==> src/clock_divider_pkg.sv <==
package clock_divider_pkg;

  // =====================================================================
  // Register map and field layout.
  // =====================================================================
  localparam logic [15:0] clock_divide_control_offset = 16'hff5d;
  // The printed offset is a word index, so the byte address is four times it.
  localparam logic [31:0] clock_divide_control_addr = {14'h0, clock_divide_control_offset, 2'h0};
  localparam logic [31:0] standby_control_addr = 32'h0000ff60;
  localparam logic [31:0] prescaler_status_addr = 32'h0000ff64;
  localparam int ctrl_lane = 0;
  localparam logic [7:0] clock_divide_control_reset = 8'hfc;
  localparam logic [5:0] reserved_bits_value = 6'h3f;
  localparam int ratio_select_low = 0;
  localparam int ratio_select_high = 1;

  // =====================================================================
  // Clocking figures.
  // =====================================================================
  localparam int duty_threshold_khz = 5000;
  localparam int prescale_width = 12;
  localparam int external_clock_settle_delay_us = 500;
  localparam int clock_rate_mhz = 40;
  localparam int settle_cycles = external_clock_settle_delay_us * clock_rate_mhz;

  // AXI4-Lite response codes.
  localparam logic [1:0] resp_okay = 2'h0;
  localparam logic [1:0] resp_slverr = 2'h2;

  typedef enum logic [1:0] {ratio_ratio_select_high, ratio_div2, ratio_div4, ratio_div8} ratio_e;

endpackage

==> src/duty_corrector.sv <==
`timescale 1ns/100ps

// Regenerates an even-duty pulse stream from the synchronised oscillator.
// Each rising oscillator edge becomes a one-cycle tick, so the divider sees
// equal spacing whatever the incoming high/low ratio. With correction on, an
// edge only counts if its high level still stands one sample later.
module duty_corrector
  import clock_divider_pkg::*;
(
  input wire logic aclk,
  input wire logic aresetn,
  input wire logic osc_sync,
  input wire logic correct_enable,
  output logic osc_tick
);

  logic osc_prev;
  logic raw_edge;
  logic edge_pending;

  // =====================================================================
  // Edge detect on the agreed oscillator level.
  // =====================================================================
  assign raw_edge = osc_sync && !osc_prev;

  // Record the level and remember an edge for one cycle.
  always_ff @(posedge aclk)
  begin
    if (!aresetn)
    begin
      osc_prev <= 1'b0;
      edge_pending <= 1'b0;
    end
    else
    begin
      osc_prev <= osc_sync;
      edge_pending <= raw_edge;
    end
  end

  // Corrected path rejects a runt high phase from a skewed fast input,
  // at the cost of one cycle of latency; the raw path passes the edge as it comes.
  always_ff @(posedge aclk)
  begin
    if (!aresetn)
    begin
      osc_tick <= 1'b0;
    end
    else if (correct_enable)
    begin
      osc_tick <= edge_pending && osc_sync;
    end
    else
    begin
      osc_tick <= raw_edge;
    end
  end

endmodule // duty_corrector

==> src/system_clock_divider.sv <==
// The AXI4-Lite interface to the registers is this design's own decision.
`timescale 1ns/100ps

// How it works
// - Duty-correct oscillator at or above 5 MHz.
// - Prescalers give system clock divided 2..4096.
// - Divider takes the corrected clock only.
// - Ratio changes live, no reset needed.
// - Two low bits pick 1, 2, 4, 8.
// - Reset and hardware standby load 0xfc.
// - Software standby keeps the ratio.
// - Upper six bits ignore writes, read one.
// - Eight-bit register at offset 0xff5d.
// - Divided clock drives the clock output pin.
// - Modules time from divided system clock.
// - Standby settle wait counted in system clocks.
module system_clock_divider
  import clock_divider_pkg::*;
#(
  parameter int osc_khz = 20000,
  parameter int settle_count = settle_cycles
)
(
  input wire logic aclk,
  input wire logic aresetn,
  input wire logic oscillator_input_pin,
  input wire logic hardware_standby,
  input wire logic software_standby,
  input wire logic clock_out_enable,
  input wire logic [31:0] s_axi_awaddr,
  input wire logic s_axi_awvalid,
  output logic s_axi_awready,
  input wire logic [31:0] s_axi_wdata,
  input wire logic [3:0] s_axi_wstrb,
  input wire logic s_axi_wvalid,
  output logic s_axi_wready,
  output logic [1:0] s_axi_bresp,
  output logic s_axi_bvalid,
  input wire logic s_axi_bready,
  input wire logic [31:0] s_axi_araddr,
  input wire logic s_axi_arvalid,
  output logic s_axi_arready,
  output logic [31:0] s_axi_rdata,
  output logic [1:0] s_axi_rresp,
  output logic s_axi_rvalid,
  input wire logic s_axi_rready,
  output logic system_clock_pin,
  output logic system_tick,
  output logic [prescale_width-1:0] prescaler_ticks,
  output logic settle_done
);

  // Refuse figures that the counters cannot serve.
  if (osc_khz < 1 || settle_count < 1)
  begin : bad_params
    $error("system_clock_divider: osc_khz and settle_count must be positive");
  end

  // Ratio code to divide count minus one, used by load and boundary logic.
  function automatic logic [2:0] ratio_last(input logic [1:0] code);
    case (ratio_e'(code))
      ratio_ratio_select_high: ratio_last = 3'h0;
      ratio_div2: ratio_last = 3'h1;
      ratio_div4: ratio_last = 3'h3;
      default: ratio_last = 3'h7;
    endcase
  endfunction

  // =====================================================================
  // Oscillator pin synchroniser: three stages, a change counts once
  // the second and third agree.
  // =====================================================================
  logic [2:0] osc_sync;
  logic osc_level;

  always_ff @(posedge aclk)
  begin
    if (!aresetn)
    begin
      osc_sync <= 3'h0;
      osc_level <= 1'b0;
    end
    else
    begin
      osc_sync <= {osc_sync[1:0], oscillator_input_pin};
      if (osc_sync[1] == osc_sync[2])
      begin
        osc_level <= osc_sync[2];
      end
    end
  end

  // =====================================================================
  // Duty correction in front of the divider.
  // =====================================================================
  logic osc_tick;
  logic correct_enable;

  assign correct_enable = (osc_khz >= duty_threshold_khz);

  duty_corrector corrector
  (
    .aclk(aclk),
    .aresetn(aresetn),
    .osc_sync(osc_level),
    .correct_enable(correct_enable),
    .osc_tick(osc_tick)
  );

  // =====================================================================
  // Register file.
  // =====================================================================
  logic [1:0] ratio_code;
  logic [1:0] next_ratio;
  logic aw_held;
  logic w_held;
  logic [31:0] aw_addr;
  logic [31:0] w_data;
  logic [3:0] w_strb;
  logic [31:0] read_word;
  logic read_hit;

  // Address and data may arrive in either order; each is held until both are in.
  always_ff @(posedge aclk)
  begin
    if (!aresetn)
    begin
      aw_held <= 1'b0;
      w_held <= 1'b0;
      aw_addr <= 32'h0;
      w_data <= 32'h0;
      w_strb <= 4'h0;
      s_axi_awready <= 1'b0;
      s_axi_wready <= 1'b0;
      s_axi_bvalid <= 1'b0;
      s_axi_bresp <= resp_okay;
    end
    else
    begin
      s_axi_awready <= !aw_held && !s_axi_awready && s_axi_awvalid && !s_axi_bvalid;
      s_axi_wready <= !w_held && !s_axi_wready && s_axi_wvalid && !s_axi_bvalid;
      if (s_axi_awvalid && s_axi_awready)
      begin
        aw_held <= 1'b1;
        aw_addr <= s_axi_awaddr;
      end
      if (s_axi_wvalid && s_axi_wready)
      begin
        w_held <= 1'b1;
        w_data <= s_axi_wdata;
        w_strb <= s_axi_wstrb;
      end
      if (aw_held && w_held && !s_axi_bvalid)
      begin
        s_axi_bvalid <= 1'b1;
        s_axi_bresp <= (aw_addr[31:2] == clock_divide_control_addr[31:2] ||
                        aw_addr[31:2] == standby_control_addr[31:2] ||
                        aw_addr[31:2] == prescaler_status_addr[31:2]) ? resp_okay : resp_slverr;
        aw_held <= 1'b0;
        w_held <= 1'b0;
      end
      else if (s_axi_bvalid && s_axi_bready)
      begin
        s_axi_bvalid <= 1'b0;
      end
    end
  end

  // Only the two ratio bits store; the reserved bits never latch.
  always_comb
  begin
    next_ratio = ratio_code;
    if (aw_held && w_held && !s_axi_bvalid &&
        aw_addr[31:2] == clock_divide_control_addr[31:2] && w_strb[ctrl_lane])
    begin
      next_ratio = w_data[8*ctrl_lane+ratio_select_high -: 2];
    end
  end

  // Software standby leaves the ratio alone; hardware standby reloads it.
  always_ff @(posedge aclk)
  begin
    if (!aresetn || hardware_standby)
    begin
      ratio_code <= clock_divide_control_reset[1:0];
    end
    else
    begin
      ratio_code <= next_ratio;
    end
  end

  // Read side: the control byte sits in its own lane of the aligned word.
  always_comb
  begin
    read_word = 32'h0;
    read_hit = 1'b1;
    if (s_axi_araddr[31:2] == clock_divide_control_addr[31:2])
    begin
      read_word[8*ctrl_lane +: 8] = {reserved_bits_value, ratio_code};
    end
    else if (s_axi_araddr[31:2] == standby_control_addr[31:2])
    begin
      read_word = {30'h0, software_standby, hardware_standby};
    end
    else if (s_axi_araddr[31:2] == prescaler_status_addr[31:2])
    begin
      read_word = {19'h0, settle_done, prescaler_ticks};
    end
    else
    begin
      read_hit = 1'b0;
    end
  end

  // One read outstanding; answer in the cycle after the address is taken.
  always_ff @(posedge aclk)
  begin
    if (!aresetn)
    begin
      s_axi_arready <= 1'b0;
      s_axi_rvalid <= 1'b0;
      s_axi_rdata <= 32'h0;
      s_axi_rresp <= resp_okay;
    end
    else
    begin
      s_axi_arready <= s_axi_arvalid && !s_axi_arready && !s_axi_rvalid;
      if (s_axi_arvalid && s_axi_arready)
      begin
        s_axi_rvalid <= 1'b1;
        s_axi_rdata <= read_word;
        s_axi_rresp <= read_hit ? resp_okay : resp_slverr;
      end
      else if (s_axi_rvalid && s_axi_rready)
      begin
        s_axi_rvalid <= 1'b0;
      end
    end
  end

  // =====================================================================
  // Frequency divider: counts corrected oscillator ticks only.
  // =====================================================================
  logic [2:0] div_count;
  logic [2:0] active_last;
  logic div_wrap;

  assign div_wrap = osc_tick && (div_count == active_last);

  // The live ratio is swapped only at a wrap so no phase is clipped.
  always_ff @(posedge aclk)
  begin
    if (!aresetn)
    begin
      div_count <= 3'h0;
      active_last <= 3'h0;
      system_tick <= 1'b0;
    end
    else
    begin
      system_tick <= div_wrap;
      if (div_wrap)
      begin
        div_count <= 3'h0;
        active_last <= ratio_last(ratio_code);
      end
      else if (osc_tick)
      begin
        div_count <= div_count + 3'h1;
      end
    end
  end

  // Output pin toggles per system tick: half the tick rate, even duty.
  always_ff @(posedge aclk)
  begin
    if (!aresetn)
    begin
      system_clock_pin <= 1'b1;
    end
    else if (!clock_out_enable)
    begin
      system_clock_pin <= 1'b1;
    end
    else if (div_wrap)
    begin
      system_clock_pin <= ~system_clock_pin;
    end
  end

  // =====================================================================
  // Prescalers: bit n pulses once per 2^(n+1) system ticks.
  // =====================================================================
  logic [prescale_width-1:0] prescale_count;
  logic [prescale_width-1:0] next_prescale;

  assign next_prescale = prescale_count + {{(prescale_width-1){1'b0}}, 1'b1};

  always_ff @(posedge aclk)
  begin
    if (!aresetn)
    begin
      prescale_count <= '0;
      prescaler_ticks <= '0;
    end
    else if (div_wrap)
    begin
      prescale_count <= next_prescale;
      prescaler_ticks <= ~prescale_count & next_prescale;
    end
    else
    begin
      prescaler_ticks <= '0;
    end
  end

  // =====================================================================
  // Standby exit settle wait, counted in system ticks.
  // =====================================================================
  logic [31:0] settle_left;

  always_ff @(posedge aclk)
  begin
    if (!aresetn)
    begin
      settle_left <= 32'h0;
      settle_done <= 1'b1;
    end
    else
    begin
      if (software_standby)
      begin
        settle_done <= 1'b0;
        settle_left <= 32'(settle_count);
      end
      else if (!settle_done && div_wrap)
      begin
        settle_left <= settle_left - 32'h1;
        settle_done <= (settle_left == 32'h1);
      end
    end
  end

endmodule // system_clock_divider

==> config.mk <==
export PLATFORM = sky130hd
export DESIGN_NAME = system_clock_divider
export DESIGN_NICKNAME = d
export VERILOG_FILES = /design/src/clock_divider_pkg.sv /design/src/duty_corrector.sv /design/src/system_clock_divider.sv
export SDC_FILE = /design/constraint.sdc
export NUM_CORES = 1
export LEC_CHECK = 0
export ABC_AREA = 1
export BUFFER_PORTS_ARGS = -buffer_cell sky130_fd_sc_hd__buf_2
export CAP_MARGIN = 30
export CORE_ASPECT_RATIO = 0.6
export CORE_MARGIN = 3
export CORE_UTILIZATION = 48
export CTS_CLUSTER_DIAMETER = 120
export DETAILED_ROUTE_END_ITERATION = 6
export HOLD_SLACK_MARGIN = 0.02
export PLACE_DENSITY = 0.75
export REMOVE_ABC_BUFFERS = 1
export SLEW_MARGIN = 25
export SYNTH_ARGS = -nofsm -noshare
export SYNTH_HDL_FRONTEND = slang
export SYNTH_HIERARCHICAL = 1
export SYNTH_SLANG_ARGS = --single-unit
==> constraint.sdc <==
create_clock -name aclk -period 1.6 [get_ports aclk]
set_input_delay 0.16 -clock aclk [delete_from_list [all_inputs] [get_ports aclk]]
set_output_delay 0.16 -clock aclk [all_outputs]
set_load 0.01 [all_outputs]
Word-level counts from Yosys, hierarchy flattened
Cells that the tools add are included.
Word-level totals
  logic and storage cells: 107
  bits in registers: 152
  output and inout bits: 56
Operators by class
  multiplexer cells: 18
  bitwise logic cells: 4
  add/subtract/negate cells: 3
  equality and inequality tests: 11
  reduce and logical (&&, ||, !) cells: 43
Operators with widths (count)
  == test 30 x 14 -> 1 bit, second input constant: 4
  == test 30 x 16 -> 1 bit, second input constant: 2
  == test 32 x 1 -> 1 bit, second input constant: 1
  subtractor 32 x 1 -> 32 bit, second input constant: 1
  2-to-1 mux 15 bit: 2
  2-to-1 mux 13 bit: 2
  2-to-1 mux 24 bit: 1
  logical AND 1 bit: 21
  adder 12 x 1 -> 12 bit, second input constant: 1
  bitwise AND 12 bit: 1
  NOT 12 bit: 1
  logical NOT 1 bit: 10
  2-to-1 mux 1 bit: 9
  case mux 3 bit (3 select lines): 1
  2-to-1 mux 8 bit: 1
  nonzero test 2 bit: 3
  OR reduction 2 bit: 3
  2-to-1 mux 2 bit: 2
  AND reduction 2 bit: 2
  adder 3 x 1 -> 3 bit, second input constant: 1
  == test 3 bit: 1
  logical OR 1 bit: 3
  == test 2 x 1 -> 1 bit, second input constant: 1
  == test 2 bit, second input constant: 1
  3 further kinds: 4

Longest topological paths before layout
  depth in word-level cells: 5
  depth in mapped cells: 12
  depth with buffers taken out: 11

Cells and area by module
The synthesis kept the hierarchy.
By module, submodules not included
  system_clock_divider: cells an instance 858, area an instance 6017.0 um^2, instances 1
  duty_corrector: cells an instance 11, area an instance 95.1 um^2, instances 1

Least setup slack after synthesis
No wires, ideal clock.
  kind: reg2reg
  start point: reg settle_left[0]
  end point: reg settle_left[26]
  buffers on the path: 0
  setup slack: 0.115 ns
  setup time: 0.128 ns
  stages on the path, launching flop included: 10
  period minus slack after synthesis: 1.485 ns
  arrival: 1.358 ns
  path through: dfxtp_1 > inv_1 > ha_1 > nand2_1 > nor2_1 > nand2_1 > nor3_2 > nand3_1 > nand2_1 > nor2_1
On the way
  word-level cells in the longest chain between the ends: 1
Ends and longest elaborated chain
  start: declaration: line system_clock_divider.sv:321  | logic [31:0] settle_left;
  start signal: assignment: line system_clock_divider.sv:335  | settle_left <= 32'(settle_count);
  start signal: assignment: line system_clock_divider.sv:339  | settle_left <= settle_left - 32'h1;
  subtractor 32 x 1 -> 32 bit: line system_clock_divider.sv:339
No other way between the ends.
A chain may end at the register's enable or synchronous reset.

Worst setup path in the final report
  start point: reg active_last[2]
  end point: reg settle_left[8]
On the way
  word-level cells in the longest chain between the ends: 3
Ends and longest elaborated chain
  start: declaration: line system_clock_divider.sv:246  | logic [2:0] active_last;
  start signal: assignment: line system_clock_divider.sv:266  | active_last <= ratio_last(ratio_code);
  == test 3 bit: line system_clock_divider.sv:249  | assign div_wrap = osc_tick && (div_count == active_last);
  logical AND 1 bit: line system_clock_divider.sv:249
  logical AND 1 bit: line system_clock_divider.sv:337  | else if (!settle_done && div_wrap)
No other way between the ends.

==> reports/metrics.csv <==
stage,metric,value,unit
logic_synthesis,Mapped Cells,869,
timing,Final Hold Fails,0,
logic_synthesis,Async SR Flop Fraction,0,%
worst_setup_path,Setup CP Type,register to register,
logic_synthesis,Netlist cell types,40,
clocking,clock latency on the worst-skew pair,0.40,ns
clocking,"Reg clk slew, reported paths",0.06,ns
timing,RSZ-0062 raised after global routing,true,
floorplanning,Rows,31,
logic_synthesis,"EDFF count, synth",0,
global_route,vias in the first global route,5404,
cells_and_area,antenna cells,0,
worst_setup_path,CP max-delay cell,dfxtp_1,
logic_synthesis,average size of a mapped cell,7.03,um2
floorplanning,die area,14200,um2
logic_synthesis,"Seq/Total Area, Yosys",42.3,%
timing,final setup TNS,0,ns
logic_synthesis,synthesized flop and latch total,129,
floorplanning,die height,93.4,um
logic_synthesis,Synth area leaders,"dfxtp_1 42%, nor2_1 11%, nand2_1 9.6%, inv_1 6.1%, o21ai_0 4.4%",
routing,drt pass-1 iters,4,
clocking,CTS tree,done,
global_route,initial antenna violation count,0,
floorplanning,Die Wd,152,um
logic_synthesis,main flop type after synthesis,dfxtp_1,
cells_and_area,layout cells sized above 1,21.5,%
logic_synthesis,Synth area leader,dfxtp_1,
power,Clk pwr share,50.4,%
worst_setup_path,Top Family by Delay on Critical Path,simple AND/OR/NAND/NOR gates,
timing,Final Worst Setup Slack,0.0744,ns
floorplanning,core area,12300,um2
routing,"wirelength, routed",15800,um
placed_design,Final Wtd Congestion,0.985,
logic_synthesis,synth warn,6,
cells_and_area,Sequential Area,2590,um2
power,Int Pwr,6.08,mW
worst_setup_path,Crit path arrival time,1.85,ns
timing,FMAX,0.655,GHz
timing,Tcrit/Tclk final,95.4,%
global_route,Total Routing Usage GR,22.3,%
timing,Slew Limit Fails,0,
placed_design,pre-CTS setup slack,0.0100,ns
placed_design,hpwl dp,11000,um
cells_and_area,fin cells,1200,
routing,initial DRC count,424,
logic_synthesis,top-area cell type share of the netlist area,42.3,%
power,Leakage,3.52,nW
worst_setup_path,CP Max Fanout,6,
global_route,first-pass GRT wire length,25400,um
timing,Worst Tran Pin Value,0.526,ns
power,register share of total power,42.0,%
worst_setup_path,"slowest stage delay, CP",0.32,ns
global_route,grt total ovfl,0,
cells_and_area,Nets,1148,
floorplanning,io pins,167,
timing,Final Setup Violations,0,
power,P per Cell Area,1020,nW/um2
timing,slew margin rel.,64.9,%
timing,skew final,0.00782,ns
routing,DR vias,5909,
timing,hold slack,0.0277,ns
routing,drt via density,4.92,
clocking,Sink Count,129,
power,Pwr Total,7.94,mW
min_path,Tightest Hold Check Type,input port to register,
worst_setup_path,crit start category,register,
global_route,largest net degree at the start of global routing,59,
power,switch share,23.4,%
flow_run,# Max-Cap Violations,0,
power,Max IR drop VDD,0.596,mV
routing,DRC viols,0,
status,status,finished clean,
routing,Routed WL per cell,13.2,um
worst_setup_path,worst path cell trace,inv_2 -> nand2_1 -> nand2_2 -> nor2_4 -> nand3_4 -> buf_8 -> nor2_8 -> buf_6 -> nor2_1 -> nor3b_1,
clocking,cts bufs inserted,17,
placed_design,input/output buffers,108,
cells_and_area,Multi-input gate area,2970,um2
power,switching pwr,1.86,mW
clocking,CTS root buf,clkbuf_16,
clocking,CTS max path bufs,2,
worst_setup_path,WP data required,1.92,ns
worst_setup_path,crit end category,register,
clocking,H-tree depth,4,
cells_and_area,area grow syn2layout,27.5,%
power,combinational power share,7.6,%
worst_setup_path,CP bufs+invs,3,
placed_design,DP Cell Count,1146,
logic_synthesis,synthesized cell area,6110,um2
floorplanning,Initial Utilization,49.9,%
cells_and_area,fillcell total,1066,
timing,Period minus WS final,1.53,ns
routing,Post-DRT Antenna Nets,0,
[power by group through the flow]
stage | Sequential [mW] | Clock (mW) | Combinational (mW)
final | 3.34 | 4.00 | 0.605
after global routing | 3.34 | 4.21 | 0.682
after CTS | 3.34 | 4.05 | 0.589
after detailed placement | 3.40 | 0 | 0.548
after global placement | 3.40 | 0 | 0.538
after floorplan | 3.40 | 0 | 0.308
[layout by cell type (no fill, tap or decap), drive strengths merged, types with 2 or more instances in the layout]
master,count
o22ai,11
xnor2,5
o21ai,58
nand2,160
nor3,11
a31oi,7
nor2,187
nand4,20
a21oi,46
conb,22
buf,141
clkinv,2
bufinv,3
nor4,4
nand3,50
dlygate4sd3,19
xor2,2
clkinvlp,2
o211ai,2
ha,15
inv,109
or2,2
dfxtp,129
clkbuf,21
[area by class of cell]
cell class	count	share of cell area [%]
multi-input combinational	609	38.1
inverter	105	5.12
sequential	129	33.2
clock buffer	21	5.91
clock inverter	11	1.93
tap	165	2.65
timing repair buffer	160	13.1
[cell families after synthesis]
group / after synthesis / synth area share, %
AO/OA/AOI/OAI: 127 / 11.0
AND/OR/NAND/NOR: 438 / 31.3
XOR/XNOR: 7 / 1.00
buffers and inverters: 151 / 11.3
other: 2 / 0.123
flip-flops: 129 / 42.3
adder cells (fa/ha/maj): 15 / 3.07
[cells in the mapped netlist (all sizes together), types with 13 or more instances]
master and instances:
inv 105, nand3 50, nand2 160, dfxtp 129
ha 15, a21oi 46, o21ai 58, nand4 20
nor2 187, buf 33, clkbuf 13
[sequential cells by signal, summed over array words and instances, names as in the netlist, 2 cells and up]
register	count
ratio_code	2
settle_left	32
prescale_count	12
w_data	2
osc_sync	3
active_last	3
prescaler_ticks	12
div_count	3
s_axi_rdata	13
aw_addr	30
[what timing repair did]
| action | in CTS | in global routing |
|---|---|---|
| hold buffers | 19 | 0 |
| endpoints found under the hold margin | 19 | 0 |
| setup endpoints to repair | 1 | 33 |
| pin swaps | 1 | 11 |
| buffers inserted | 0 | 3 |
| resized for setup | 1 | 32 |
[layer usage]
| metal | GRT usage, % | up-vias | routed length [um] | share of wire (%) |
|---|---|---|---|---|
| met4 | 5.23 | 0 | 125 | 0.79 |
| met5 | 0 | - | 0 | 0 |
| met2 | 33.8 | 196 | 6800 | 43 |
| met3 | 5.38 | 19 | 1150 | 7.3 |
| li1 | - | 3045 | - | - |
| met1 | 32.2 | 2649 | 7720 | 49 |
[per-stage QoR]
stage / util, % / area (um2)
finish: 63.6 / 7790
global route: 63.6 / 7790
CTS: 62.8 / 7700
detailed placement: 56.2 / 6890
global placement: 56.2 / 6890
floorplan: - / 5900
[worst min-delay path, stage by stage]
cell and delay (ns):
buf_2 0.08, o21ai_0 0.08, nor2_1 0.08
[worst paths after layout]
| path | from | to | slack [ns] | cells past startpoint |
|---|---|---|---|---|
| min | s_axi_awaddr[25] | aw_addr[25] | 0.03 | 3 |
| max | active_last[2] | settle_left[8] | 0.07 | 10 |
| max reg2reg | active_last[2] | settle_left[8] | 0.07 | 10 |
| min reg2reg | osc_sync[0] | osc_sync[1] | 0.42 | 2 |
(Power assumes the default switching activity.)
